$ cat config.mk
export PLATFORM = sky130hd
export DESIGN_NAME = idle_wakeup_controller
export DESIGN_NICKNAME = d
export VERILOG_FILES = /design/src/rtl/idle_wakeup_pkg.sv /design/src/rtl/idle_wakeup_controller.sv
export SDC_FILE = /design/constraint.sdc
export NUM_CORES = 1
export LEC_CHECK = 0
export ABC_AREA = 1
export BUFFER_PORTS_ARGS = -buffer_cell sky130_fd_sc_hd__buf_2
export CORE_ASPECT_RATIO = 1.25
export CORE_MARGIN = 1.5
export CORE_UTILIZATION = 47
export DETAILED_ROUTE_END_ITERATION = 8
export GPL_TIMING_DRIVEN = 0
export REMOVE_ABC_BUFFERS = 1
export SYNTH_ARGS = -nofsm -noshare
export SYNTH_HDL_FRONTEND = slang
export SYNTH_SLANG_ARGS = --single-unit
$ cat constraint.sdc
create_clock -name MCLK -period 3.2 [get_ports MCLK]
set_input_delay 0.48 -clock MCLK [delete_from_list [all_inputs] [get_ports MCLK]]
set_output_delay 0.48 -clock MCLK [all_outputs]
set_load 0.1 [all_outputs]
$ cat src/rtl/idle_wakeup_pkg.sv
package idle_wakeup_pkg;

    // ------------------------------------------------------------
    // Parameter byte positions within the idle command
    // ------------------------------------------------------------
    localparam int       PARAM_COUNT     = 14;
    localparam logic [3:0] IDX_WAKE_SRC  = 4'h0;
    localparam logic [3:0] IDX_ENTRY     = 4'h1;
    localparam logic [3:0] IDX_WAKE_CFG  = 4'h3;
    localparam logic [3:0] IDX_LEAVE     = 4'h5;
    localparam logic [3:0] IDX_PERIOD    = 4'h7;
    localparam logic [3:0] IDX_OSC_START = 4'h8;
    localparam logic [3:0] IDX_DAC_START = 4'h9;
    localparam logic [3:0] IDX_DAC_LOW   = 4'hA;
    localparam logic [3:0] IDX_DAC_HIGH  = 4'hB;
    localparam logic [3:0] IDX_SWING     = 4'hC;
    localparam logic [3:0] IDX_MAX_TRIAL = 4'hD;

    // ------------------------------------------------------------
    // Offsets inside a power pair, and the wake source offset
    // ------------------------------------------------------------
    localparam logic [3:0] OFS_POWER_CONTROL_LOW  = 4'h0;
    localparam logic [3:0] OFS_POWER_CONTROL_HIGH = 4'h1;
    localparam logic [3:0] OFS_WAKE_SOURCE_SELECT = 4'h2;

    // ------------------------------------------------------------
    // Field positions
    // ------------------------------------------------------------
    localparam int CTL_COMPARE_IDX = 7;
    localparam int CTL_SLOW_OSC    = 5;
    localparam int CTL_FAST_OSC    = 4;
    localparam int CTL_ANALOGUE    = 3;
    localparam int CTL_HIBERNATE   = 2;
    localparam int CTL_SLEEP       = 0;
    localparam int CTH_FIELD_DET   = 1;
    localparam int CTH_CURRENT_REF = 0;
    localparam int WS_PRESC_HI     = 7;
    localparam int WS_PRESC_LO     = 6;
    localparam int WS_KEEP_LO      = 5;
    localparam int WS_SLAVE_SEL    = 4;
    localparam int WS_IRQ          = 3;
    localparam int WS_FIELD        = 2;
    localparam int WS_TAG          = 1;
    localparam int WS_TIMEOUT      = 0;
    localparam int THR_LO          = 2;

    // ------------------------------------------------------------
    // Reset values and timing
    // ------------------------------------------------------------
    localparam logic [7:0] RST_PARAM    = 8'h00;
    localparam logic [7:0] RST_WAKE_SRC = 8'h08;
    localparam logic [8:0] SLEEP_OFFSET = 9'h002;
    localparam int         SLEEP_SHIFT  = 8;  // 256 prescaled periods

    typedef enum logic [2:0] {
        ST_OFF,
        ST_SLEEP,
        ST_OSC_WAIT,
        ST_DAC_WAIT,
        ST_BURST,
        ST_LEAVE
    } idle_state_t;

endpackage

$ cat src/rtl/idle_wakeup_controller.sv
// Contract
// - prescaler field divides slow oscillator by 1/2/4/8
// - wake byte bits 4..0 are separate sources
// - timeout bit wakes after max trials plus one sleep cycles
// - wake byte updated and returned on exit
// - low control bit 7 picks first threshold
// - bit 3 enables analogue supply
// - bit 2 hibernate, bit 0 sleep
// - high control bit 1 enables field detector
// - entry, wake and leave configurations applied
// - sleep lasts 256 prescaled periods times period+2
// - carrier on for swing count periods
// - timeout after max trials plus one cycles
// - compare only upper six threshold bits
// - response sent only on actual idle exit
`timescale 1ns/1ps
module idle_wakeup_controller
    import idle_wakeup_pkg::*;
#(
    parameter int SLEEP_CNT_W = 17,
    parameter int TRIAL_W     = 5
)(
    input  wire logic       MCLK,
    input  wire logic       RST_N,
    input  wire logic       PARAM_WE,
    input  wire logic [3:0] PARAM_IDX,
    input  wire logic [7:0] PARAM_DATA,
    input  wire logic       START,
    input  wire logic       SLOW_TICK,
    input  wire logic       CARRIER_TICK,
    input  wire logic       SERIAL_SLAVE_SELECT_PIN_N,
    input  wire logic       IRQ_IN_N,
    input  wire logic       FIELD_DETECT,
    input  wire logic       TAG_VALID,
    input  wire logic [7:0] TAG_LEVEL,
    output logic            BUSY,
    output logic            SLOW_OSCILLATOR_EN,
    output logic            FAST_OSCILLATOR_EN,
    output logic            ANALOGUE_SUPPLY_ENABLE,
    output logic            HIBERNATE,
    output logic            SLEEP,
    output logic            FIELD_DETECTOR_EN,
    output logic            CURRENT_REFERENCE_ENABLE,
    output logic            RF_ON,
    output logic            COMPARE_SEL,
    output logic [5:0]      DAC_THRESHOLD,
    output logic            RESP_VALID,
    output logic [7:0]      RESP_DATA
);

    // ------------------------------------------------------------
    // Functions
    // ------------------------------------------------------------
    // Mask of prescaler bits that must all be set for one tick
    function automatic logic [2:0] presc_mask(input logic [1:0] sel);
        logic [2:0] m;
        m = 3'h0;
        if (sel == 2'h1) begin
            m = 3'h1;
        end else if (sel == 2'h2) begin
            m = 3'h3;
        end else if (sel == 2'h3) begin
            m = 3'h7;
        end
        return m;
    endfunction

    // Count target of a sleep period in prescaled ticks
    function automatic logic [SLEEP_CNT_W-1:0] sleep_target(
        input logic [7:0] period);
        logic [8:0] mult;
        mult = {1'b0, period} + SLEEP_OFFSET;
        return SLEEP_CNT_W'({mult, 8'h00});
    endfunction

    // ------------------------------------------------------------
    // Registers
    // ------------------------------------------------------------
    logic [7:0]             param_ff [PARAM_COUNT];
    idle_state_t            state_ff;
    idle_state_t            nxt_state;
    logic [SLEEP_CNT_W-1:0] cnt_ff;
    logic [SLEEP_CNT_W-1:0] nxt_cnt;
    logic [TRIAL_W-1:0]     trial_ff;
    logic [TRIAL_W-1:0]     nxt_trial;
    logic [2:0]             presc_ff;
    logic [7:0]             cfg_low_ff;
    logic [7:0]             nxt_cfg_low;
    logic [7:0]             cfg_high_ff;
    logic [7:0]             nxt_cfg_high;
    logic                   cmp_sel_ff;
    logic                   nxt_cmp_sel;
    logic [4:0]             evt_ff;
    logic [4:0]             nxt_evt;
    logic                   rf_on_ff;
    logic [5:0]             thr_ff;
    logic                   resp_valid_ff;
    logic                   nxt_resp_valid;
    logic [7:0]             resp_data_ff;
    logic [7:0]             nxt_resp_data;

    // ------------------------------------------------------------
    // Decoding
    // ------------------------------------------------------------
    wire logic [7:0] wake_src  = param_ff[IDX_WAKE_SRC];
    wire logic [7:0] wake_low  = param_ff[IDX_WAKE_CFG
                                          + OFS_POWER_CONTROL_LOW];
    wire logic [7:0] entry_low = param_ff[IDX_ENTRY
                                          + OFS_POWER_CONTROL_LOW];
    wire logic [7:0] entry_hi  = param_ff[IDX_ENTRY
                                          + OFS_POWER_CONTROL_HIGH];
    wire logic [7:0] wake_hi   = param_ff[IDX_WAKE_CFG
                                          + OFS_POWER_CONTROL_HIGH];
    wire logic [7:0] leave_low = param_ff[IDX_LEAVE
                                          + OFS_POWER_CONTROL_LOW];
    wire logic [7:0] leave_hi  = param_ff[IDX_LEAVE
                                          + OFS_POWER_CONTROL_HIGH];
    wire logic       in_idle   = (state_ff != ST_OFF)
                               && (state_ff != ST_LEAVE);
    wire logic       param_ok  = PARAM_WE && (state_ff == ST_OFF)
                               && (32'(PARAM_IDX) < PARAM_COUNT);

    // Prescaled slow tick; divider resets on each start
    wire logic [1:0] presc_sel = wake_src[WS_PRESC_HI:WS_PRESC_LO];
    wire logic [2:0] pmask     = presc_mask(presc_sel);
    wire logic       pre_tick  = SLOW_TICK
                               && ((presc_ff & pmask) == pmask);

    // Only the upper six bits of level and thresholds compare
    wire logic [5:0] meas6  = TAG_LEVEL[7:THR_LO];
    wire logic [5:0] low6   = param_ff[IDX_DAC_LOW][7:THR_LO];
    wire logic [5:0] high6  = param_ff[IDX_DAC_HIGH][7:THR_LO];
    wire logic       tag_hit = cmp_sel_ff ? (meas6 > high6)
                                          : (meas6 < low6);

    // Live wake sources, each gated by its own enable
    wire logic [4:0] src_now = {!SERIAL_SLAVE_SELECT_PIN_N,
                                !IRQ_IN_N,
                                FIELD_DETECT,
                                (state_ff == ST_BURST) && TAG_VALID
                                    && tag_hit,
                                1'b0};
    wire logic [4:0] evt_now = in_idle
                             ? (src_now & wake_src[WS_SLAVE_SEL:
                                                   WS_TIMEOUT])
                             : 5'h00;

    // Stage targets
    wire logic [SLEEP_CNT_W-1:0] sleep_end =
        sleep_target(param_ff[IDX_PERIOD]);
    wire logic [SLEEP_CNT_W-1:0] osc_end =
        SLEEP_CNT_W'(param_ff[IDX_OSC_START]);
    wire logic [SLEEP_CNT_W-1:0] dac_end =
        SLEEP_CNT_W'(param_ff[IDX_DAC_START]);
    wire logic [SLEEP_CNT_W-1:0] swing_end =
        SLEEP_CNT_W'(param_ff[IDX_SWING]);
    wire logic [TRIAL_W-1:0]     trial_max =
        param_ff[IDX_MAX_TRIAL][TRIAL_W-1:0];
    wire logic [SLEEP_CNT_W-1:0] cnt_inc = cnt_ff + 1'b1;
    // Burst ends at the edge that takes the last carrier tick
    wire logic                   burst_done =
        CARRIER_TICK ? (cnt_inc >= swing_end) : (cnt_ff >= swing_end);

    // ------------------------------------------------------------
    // Sequencer
    // ------------------------------------------------------------
    // A live source preempts any stage, so a wake is never late
    always_comb begin
        nxt_state      = state_ff;
        nxt_cnt        = cnt_ff;
        nxt_trial      = trial_ff;
        nxt_cfg_low    = cfg_low_ff;
        nxt_cfg_high   = cfg_high_ff;
        nxt_cmp_sel    = cmp_sel_ff;
        nxt_evt        = evt_ff | evt_now;
        nxt_resp_valid = 1'b0;
        nxt_resp_data  = resp_data_ff;
        case (state_ff)
            ST_OFF: begin
                if (START) begin
                    nxt_evt      = 5'h00;
                    nxt_cnt      = '0;
                    nxt_trial    = '0;
                    nxt_cfg_low  = entry_low;
                    nxt_cfg_high = entry_hi;
                    nxt_state    = ST_SLEEP;
                end
            end
            ST_SLEEP: begin
                if (pre_tick) begin
                    nxt_cnt = cnt_inc;
                    if (cnt_inc >= sleep_end) begin
                        nxt_cnt      = '0;
                        nxt_cfg_low  = wake_low;
                        nxt_cfg_high = wake_hi;
                        nxt_state    = ST_OSC_WAIT;
                    end
                end
            end
            ST_OSC_WAIT: begin
                if (cnt_ff >= osc_end) begin
                    nxt_cnt   = '0;
                    nxt_state = ST_DAC_WAIT;
                end else if (SLOW_TICK) begin
                    nxt_cnt = cnt_inc;
                end
            end
            ST_DAC_WAIT: begin
                if (cnt_ff >= dac_end) begin
                    nxt_cnt     = '0;
                    nxt_cmp_sel = cfg_low_ff[CTL_COMPARE_IDX];
                    nxt_state   = ST_BURST;
                end else if (SLOW_TICK) begin
                    nxt_cnt = cnt_inc;
                end
            end
            ST_BURST: begin
                if (TAG_VALID) begin
                    nxt_cmp_sel = !cmp_sel_ff;
                end
                if (CARRIER_TICK) begin
                    nxt_cnt = cnt_inc;
                end
                if (burst_done) begin
                    nxt_cnt = '0;
                    if (trial_ff >= trial_max) begin
                        nxt_evt[WS_TIMEOUT] =
                            wake_src[WS_TIMEOUT];
                    end
                    if (trial_ff >= trial_max
                        && !wake_src[WS_TIMEOUT]) begin
                        nxt_trial = '0;
                    end else if (trial_ff < trial_max) begin
                        nxt_trial = trial_ff + 1'b1;
                    end
                    nxt_cfg_low  = entry_low;
                    nxt_cfg_high = entry_hi;
                    nxt_state    = ST_SLEEP;
                end
            end
            ST_LEAVE: begin
                nxt_cfg_low    = leave_low;
                nxt_cfg_high   = leave_hi;
                nxt_resp_valid = 1'b1;
                nxt_resp_data  = {wake_src[WS_PRESC_HI:WS_KEEP_LO],
                                  evt_ff};
                nxt_state      = ST_OFF;
            end
            default: begin
                nxt_state = ST_OFF;
            end
        endcase
        if (in_idle && (nxt_evt != 5'h00)) begin
            nxt_state = ST_LEAVE;
        end
    end

    // State and counters
    always_ff @(posedge MCLK or negedge RST_N) begin
        if (!RST_N) begin
            state_ff <= ST_OFF;
            cnt_ff   <= '0;
            trial_ff <= '0;
            evt_ff   <= 5'h00;
        end else begin
            state_ff <= nxt_state;
            cnt_ff   <= nxt_cnt;
            trial_ff <= nxt_trial;
            evt_ff   <= nxt_evt;
        end
    end

    // Slow oscillator divider; cleared at start for a clean phase
    always_ff @(posedge MCLK or negedge RST_N) begin
        if (!RST_N) begin
            presc_ff <= 3'h0;
        end else if (state_ff == ST_OFF) begin
            presc_ff <= 3'h0;
        end else if (SLOW_TICK) begin
            presc_ff <= presc_ff + 3'h1;
        end
    end

    // ------------------------------------------------------------
    // Parameter store
    // ------------------------------------------------------------
    // Writes refused while idle runs; exit writes back the source
    always_ff @(posedge MCLK or negedge RST_N) begin
        if (!RST_N) begin
            for (int i = 0; i < PARAM_COUNT; i++) begin
                param_ff[i] <= RST_PARAM;
            end
            param_ff[IDX_WAKE_SRC + OFS_WAKE_SOURCE_SELECT
                     - OFS_WAKE_SOURCE_SELECT] <= RST_WAKE_SRC;
        end else if (param_ok) begin
            param_ff[PARAM_IDX] <= PARAM_DATA;
        end else if (state_ff == ST_LEAVE) begin
            param_ff[IDX_WAKE_SRC] <= nxt_resp_data;
        end
    end

    // ------------------------------------------------------------
    // Power configuration and answer
    // ------------------------------------------------------------
    always_ff @(posedge MCLK or negedge RST_N) begin
        if (!RST_N) begin
            cfg_low_ff    <= RST_PARAM;
            cfg_high_ff   <= RST_PARAM;
            cmp_sel_ff    <= 1'b0;
            rf_on_ff      <= 1'b0;
            thr_ff        <= 6'h00;
            resp_valid_ff <= 1'b0;
            resp_data_ff  <= RST_PARAM;
        end else begin
            cfg_low_ff    <= nxt_cfg_low;
            cfg_high_ff   <= nxt_cfg_high;
            cmp_sel_ff    <= nxt_cmp_sel;
            rf_on_ff      <= (nxt_state == ST_BURST);
            thr_ff        <= nxt_cmp_sel ? high6 : low6;
            resp_valid_ff <= nxt_resp_valid;
            resp_data_ff  <= nxt_resp_data;
        end
    end

    // Outputs straight from the applied configuration and state registers
    assign BUSY                     = (state_ff != ST_OFF);
    assign SLOW_OSCILLATOR_EN       = cfg_low_ff[CTL_SLOW_OSC];
    assign FAST_OSCILLATOR_EN       = cfg_low_ff[CTL_FAST_OSC];
    assign ANALOGUE_SUPPLY_ENABLE   = cfg_low_ff[CTL_ANALOGUE];
    assign HIBERNATE                = cfg_low_ff[CTL_HIBERNATE];
    assign SLEEP                    = cfg_low_ff[CTL_SLEEP];
    assign FIELD_DETECTOR_EN        = cfg_high_ff[CTH_FIELD_DET];
    assign CURRENT_REFERENCE_ENABLE = cfg_high_ff[CTH_CURRENT_REF];
    assign RF_ON                    = rf_on_ff;
    assign COMPARE_SEL              = cmp_sel_ff;
    assign DAC_THRESHOLD            = thr_ff;
    assign RESP_VALID               = resp_valid_ff;
    assign RESP_DATA                = resp_data_ff;

endmodule

# ---- Yosys cells after proc, flatten, opt, wreduce, memory -nomap -nowiden
# Index checks and enable logic that the tools add are counted.
dict set report word_totals {
  register_bits 172
  in_bits 30
  output_inout_bits 25
  wordCells 143
}
dict set report op_classes {
  n_addsub 4
  magnitude_cmp 12
  eq_ne 17
  mux 56
  bitwise 4
  n_reduce_logical 24
}
# operator count
set op_table {}
lappend op_table {{$mux 17} 8}
lappend op_table {{$bwmux 112} 1}
lappend op_table {{$pmux 17 s5} 1}
lappend op_table {{$ge 17x8->1} 4}
lappend op_table {{$mux 8} 8}
lappend op_table {{$mux 3} 12}
lappend op_table {{$demux 8 s4} 1}
lappend op_table {{$pmux 8 s4} 1}
lappend op_table {{$mux 5} 6}
lappend op_table {{$add 17x1->17 const B} 1}
lappend op_table {{$ge 17x17->1} 1}
lappend op_table {{$pmux 3 s5} 1}
lappend op_table {{$pmux 5 s2} 1}
lappend op_table {{$reduce_bool 5->1} 2}
lappend op_table {{$add 8x2->9 const B} 1}
lappend op_table {{$eq 3x3->1 const B} 3}
lappend op_table {{$logic_and 1x1->1} 9}
lappend op_table {{$mux 2} 4}
lappend op_table {{$ne 2x2->1 const B} 4}
lappend op_table {{$pmux 2 s4} 1}
lappend op_table {{$reduce_and 4->1} 2}
lappend op_table {{$mux 1} 7}
lappend op_table {{$eq 3x2->1 const B} 2}
lappend op_table {{$gt 6x6->1} 1}
lappend op_table {{27 further kinds} 35}

# ---- Logic depth before layout (Yosys ltp)
dict set report logic_depth {
  word_depth 13
  ltp_mapped 23
  ltp_nobuf 23
}

# ---- Least setup slack after synthesis
# No wires, ideal clock.
dict set report synth_timing {
  path_kind {reg-to-reg}
  from {reg cnt_ff[1]}
  to {reg rf_on_ff, in the netlist RF_ON}
  setup_ns 0.122
  t_arrival_ns 2.605
  required_ns 3.078
  path_slack_ns 0.473
  stages_incl_launch_ff 23
  n_path_buf 0
  path_cell_list {dfrtp_1 ha_1 nand2_2 nor2_2 xor2_1 inv_1 ha_1 nand2_1 inv_1 nand3_1 nand2_1 nor2_1 nand3_1 nor2_1 nand3_2 nand2_2 nand2_4 nand2_1 nand2_1 nand2_1 nand2_1 nand3_1 nor2_1}
}
dict set report synth_between {
  elab_chain_len 9
  elab_cells_between_ends 19
  classes_between {add/sub (1); order compare (5); eq/ne (1); mux (10); reduce/logical (2)}
}
# element line
set synth_rtl {}
lappend synth_rtl {{from (decl)} idle_wakeup_controller.sv:82} ;# logic [SLEEP_CNT_W-1:0] cnt_ff;
lappend synth_rtl {{from (signal assigned)} idle_wakeup_controller.sv:267} ;# cnt_ff <= nxt_cnt;
lappend synth_rtl {{$add 17x1->17} idle_wakeup_controller.sv:159} ;# wire logic [SLEEP_CNT_W-1:0] cnt_inc = cnt_ff + 1'b1;
lappend synth_rtl {{$ge 17x8->1} idle_wakeup_controller.sv:162} ;# CARRIER_TICK ? (cnt_inc >= swing_end) : (cnt_ff >= swing_end);
lappend synth_rtl {{$mux 1} idle_wakeup_controller.sv:162}
lappend synth_rtl {{$mux 1} idle_wakeup_controller.sv:224} ;# if (burst_done) begin
lappend synth_rtl {{$pmux 1 s2} idle_wakeup_controller.sv:178} ;# case (state_ff)
lappend synth_rtl {{$reduce_bool 5->1} idle_wakeup_controller.sv:253} ;# if (in_idle && (nxt_evt != 5'h00)) begin
lappend synth_rtl {{$logic_and 1x1->1} idle_wakeup_controller.sv:253}
lappend synth_rtl {{$mux 3 (*)} idle_wakeup_controller.sv:253}
lappend synth_rtl {{$eq 3x3->1 (*)} idle_wakeup_controller.sv:318} ;# rf_on_ff <= (nxt_state == ST_BURST);
lappend synth_rtl {{to (signal assigned)} idle_wakeup_controller.sv:318}
lappend synth_rtl {{to (decl)} idle_wakeup_controller.sv:95} ;# logic rf_on_ff;
# Mark *: on every way between the ends. The rest lies on a longest branch, timed or not.
# A chain may end at the register's enable or synchronous reset.

# ---- Worst setup path after layout
# Same ends and word-level chain as after synthesis.

==> impl_metrics.json <==
{
  "wl_per_cell_um": 16.1,
  "cp_common_cell": "nand2_1",
  "worstPathRequired_ps": 3510,
  "fmax_mhz": 328,
  "drt-vias-per-instance": 5.25,
  "slowest_stage": "dfrtp_2",
  "clkLatencyLatePin_ps": 420,
  "netlist_top_cells_count": "nand2_1, dfrtp_1, inv_1, o21ai_0, nor2_1",
  "first_iter_violations": 451,
  "synth_top_flop_cell": "dfrtp_1",
  "hold_path.class": "input port to async pin",
  "ir_drop_mv": 0.696,
  "clock-sinks": 139,
  "critPathMaxFanout": 7,
  "relSlewSlack_pct": 39.5,
  "synth_cell_type_count": 46,
  "grt_pass1_wl_mm": 34.2,
  "grt_max_degree": 83,
  "leakage_uw": 0.00466,
  "dieArea_sq_um": 17700,
  "antenna_cells": 0,
  "startpoint_type": "register",
  "status": "completed",
  "finalSetupViolCount": 0,
  "overflow": 0,
  "fin_nets": 1156,
  "synth_edf_count": 0,
  "grt_usage_pct": 25.0,
  "powerDensity_nw_per_um2": 871,
  "path_cells": "buf_4 -> nand2_1 -> nor2_4 -> nand2_2 -> xor2_2 -> inv_2 -> ha_1 -> inv_1 -> nor2_1 -> nand3_1 -> nand2_1 -> nor2_2 -> nand3_1 -> nor2_1 -> nand3_2 -> nand2_4 -> nand2_8 -> nand2_1 -> nand2_1 -> nand2_2 -> nand2_2 -> nand3_2 -> nor2_2",
  "crit_start": "cnt_ff[1]",
  "start_util_pct": 47.7,
  "rrSetupSlack_ps": 150,
  "clk_pin_slew_ps": 70,
  "synth_top_area_share_pct": 43.4,
  "fin_crit_ps": 3050,
  "die_x_um": 119,
  "worstSetupEndpointType": "register",
  "hold_buffers": 0,
  "syn_area_sq_um": 7970,
  "hold_viol": 0,
  "timing_worst_setup_path_type": "register to register",
  "yosysMostFrequentCell": "nand2_1",
  "num_rows": 53,
  "yosysWarningCount": 0,
  "synth_seq_area_share_pct": 43.7,
  "r2r_cells": 23,
  "clock_path_buffers": 2,
  "numCtsBuffers": 17,
  "coreArea_sq_um": 16700,
  "timing.setup.tns_ps": 0,
  "layout_setup_ws_ps": 151,
  "async_flop_share_pct": 100,
  "antenna_left": 0,
  "die_y_um": 149,
  "port_buffers": 52,
  "cpPeakStageDelay_ps": 400,
  "totalWireLength_mm": 20.9,
  "cp_data_arrival_time_ps": 3360,
  "ys_top_cells_by_area": "dfrtp_1, nand2_1, ha_1",
  "drive_gt1_share_pct": 16.4,
  "drc": 0,
  "syn_inst": 990,
  "worst_pin_slew_ps": 906,
  "htreeDepth": 4,
  "r2r-end": "RF_ON",
  "drv_cap": 0,
  "dpl_worst_slack_ps": -266,
  "antenna_found_initial": 0,
  "via_count": 6809,
  "first_global_vias": 6724,
  "finalCritPeriodShare_pct": 95.3,
  "reg2reg_from": "cnt_ff[1]",
  "syn2layout_area_growth_pct": 18.7,
  "gp_congestion": 0.909,
  "cts_tree": "yes",
  "skew_ps": 9.19,
  "post-dp-hpwl_mm": 14.7,
  "avgSynthCellArea_sq_um": 8.05,
  "io-pin-count": 55,
  "yosysTopAreaCell": "dfrtp_1",
  "root_buffer": "clkbuf_16",
  "maxSlewViolCount": 0,
  "first_pass_iters": 5,
  "synth_seq_cells": 139,
  "endpoint": "RF_ON"
}
==> kinds of logic after synthesis <==
group	Yosys count	synth area share, %
AOI/OAI and AO/OA	199	14.2
xor gates and xnor gates	13	1.43
adders and majority gates	62	9.74
buffers and inverters	152	7.48
DFF	139	43.7
and+or+nand+nor	425	23.5
==> placed cells by master, fill, tap and decap left out, drive strengths merged <==
cell and n:
a21boi 9, nor4 2, dfstp 1, a31oi 2, nor4b 1, o21bai 1, a21oi 41, o211ai 10
o221ai 8, xor2 9, clkbuf 18, nand2 256, a21o 2, nor3 14, nand4 25, a22oi 8
nand3 42, nor2 74, nand3b 7, buf 79, o21ai 114, o21a 3, clkinvlp 2, or2 1
xnor2 4, inv 135, nor3b 4, ha 62, clkinv 4, dfrtp 138, o2111ai 1
==> flip-flops by register name, summed over array words and instances (netlist names), 6 cells and up <==
name,flops
param_ff,21
cnt_ff,17
RESP_DATA,8
dac_end,8
osc_end,8
wake_src,8
DAC_THRESHOLD,6
cfg_low_ff,6
entry_low,6
high6,6
leave_low,6
low6,6
wake_low,6
==> worst min-delay path by stage <==
stage / from / slack (ps) / endpoint / cells past startpoint
final: RST_N / 110 / high6[4] / 1
after global routing: RST_N / 180 / param_ff[14] / 1
after CTS: RST_N / 140 / high6[4] / 1
after detailed placement: RESP_DATA[3] / 460 / RESP_DATA[3] / 2
after global placement: RESP_DATA[4] / 450 / RESP_DATA[4] / 2
after floorplan: RST_N / 180 / COMPARE_SEL / 0
==> final cells by class <==
| type | count | area, sq um |
|---|---|---|
| clock buffers | 18 | 429 |
| clock inverters | 14 | 146 |
| fillers | 1601 | 7250 |
| inverters | 127 | 480 |
| multi-input cells | 700 | 4110 |
| flip-flops and latches | 139 | 3490 |
| well taps | 220 | 275 |
| repair buffers | 79 | 527 |
==> critical path: cells and delay by family (launching register included) <==
kind	cells	cell delay, ps
and+or+nand+nor	18	1710
DFF	1	400
buffers and inverters	3	290
adders and majority gates	1	280
xor gates and xnor gates	1	230
==> what timing repair did <==
action	CTS	global route
buffers inserted	4	22
setup endpoints to repair	33	33
pin swaps	3	9
gates resized for setup	20	35
cloned	0	1
==> power by group <==
part           switching (uW)  internal (uW)
Clock                     895           1040
Combinational            2710           1090
Sequential                284           2210
==> layer usage <==
metal	vias up	part of all wire, %	wire length (um)	track usage, %
met4	0	1.2	248	6.49
met2	117	51	10600	44.5
li1	3426	-	-	-
met1	3250	45	9350	31.6
met5	-	0	0	0
met3	16	3.5	733	3.99
==> metrics by stage <==
stage | hold WS (ps) | instances | area, sq um | power [uW] | util, %
6_report | 110 | 1297 | 9460 | 8240 | 56.6
5_1_grt | 181 | 1297 | 9460 | 8830 | 56.6
4_1_cts | 141 | 1274 | 9100 | 8050 | 54.5
3_5_place_dp | 457 | 1238 | 8420 | 5970 | 50.4
3_3_place_gp | 453 | 1237 | 8380 | 5920 | 50.2
2_1_floorplan | 184 | 965 | 7850 | 5120 | -
No activity file was read; power rests on OpenSTA's default activity.
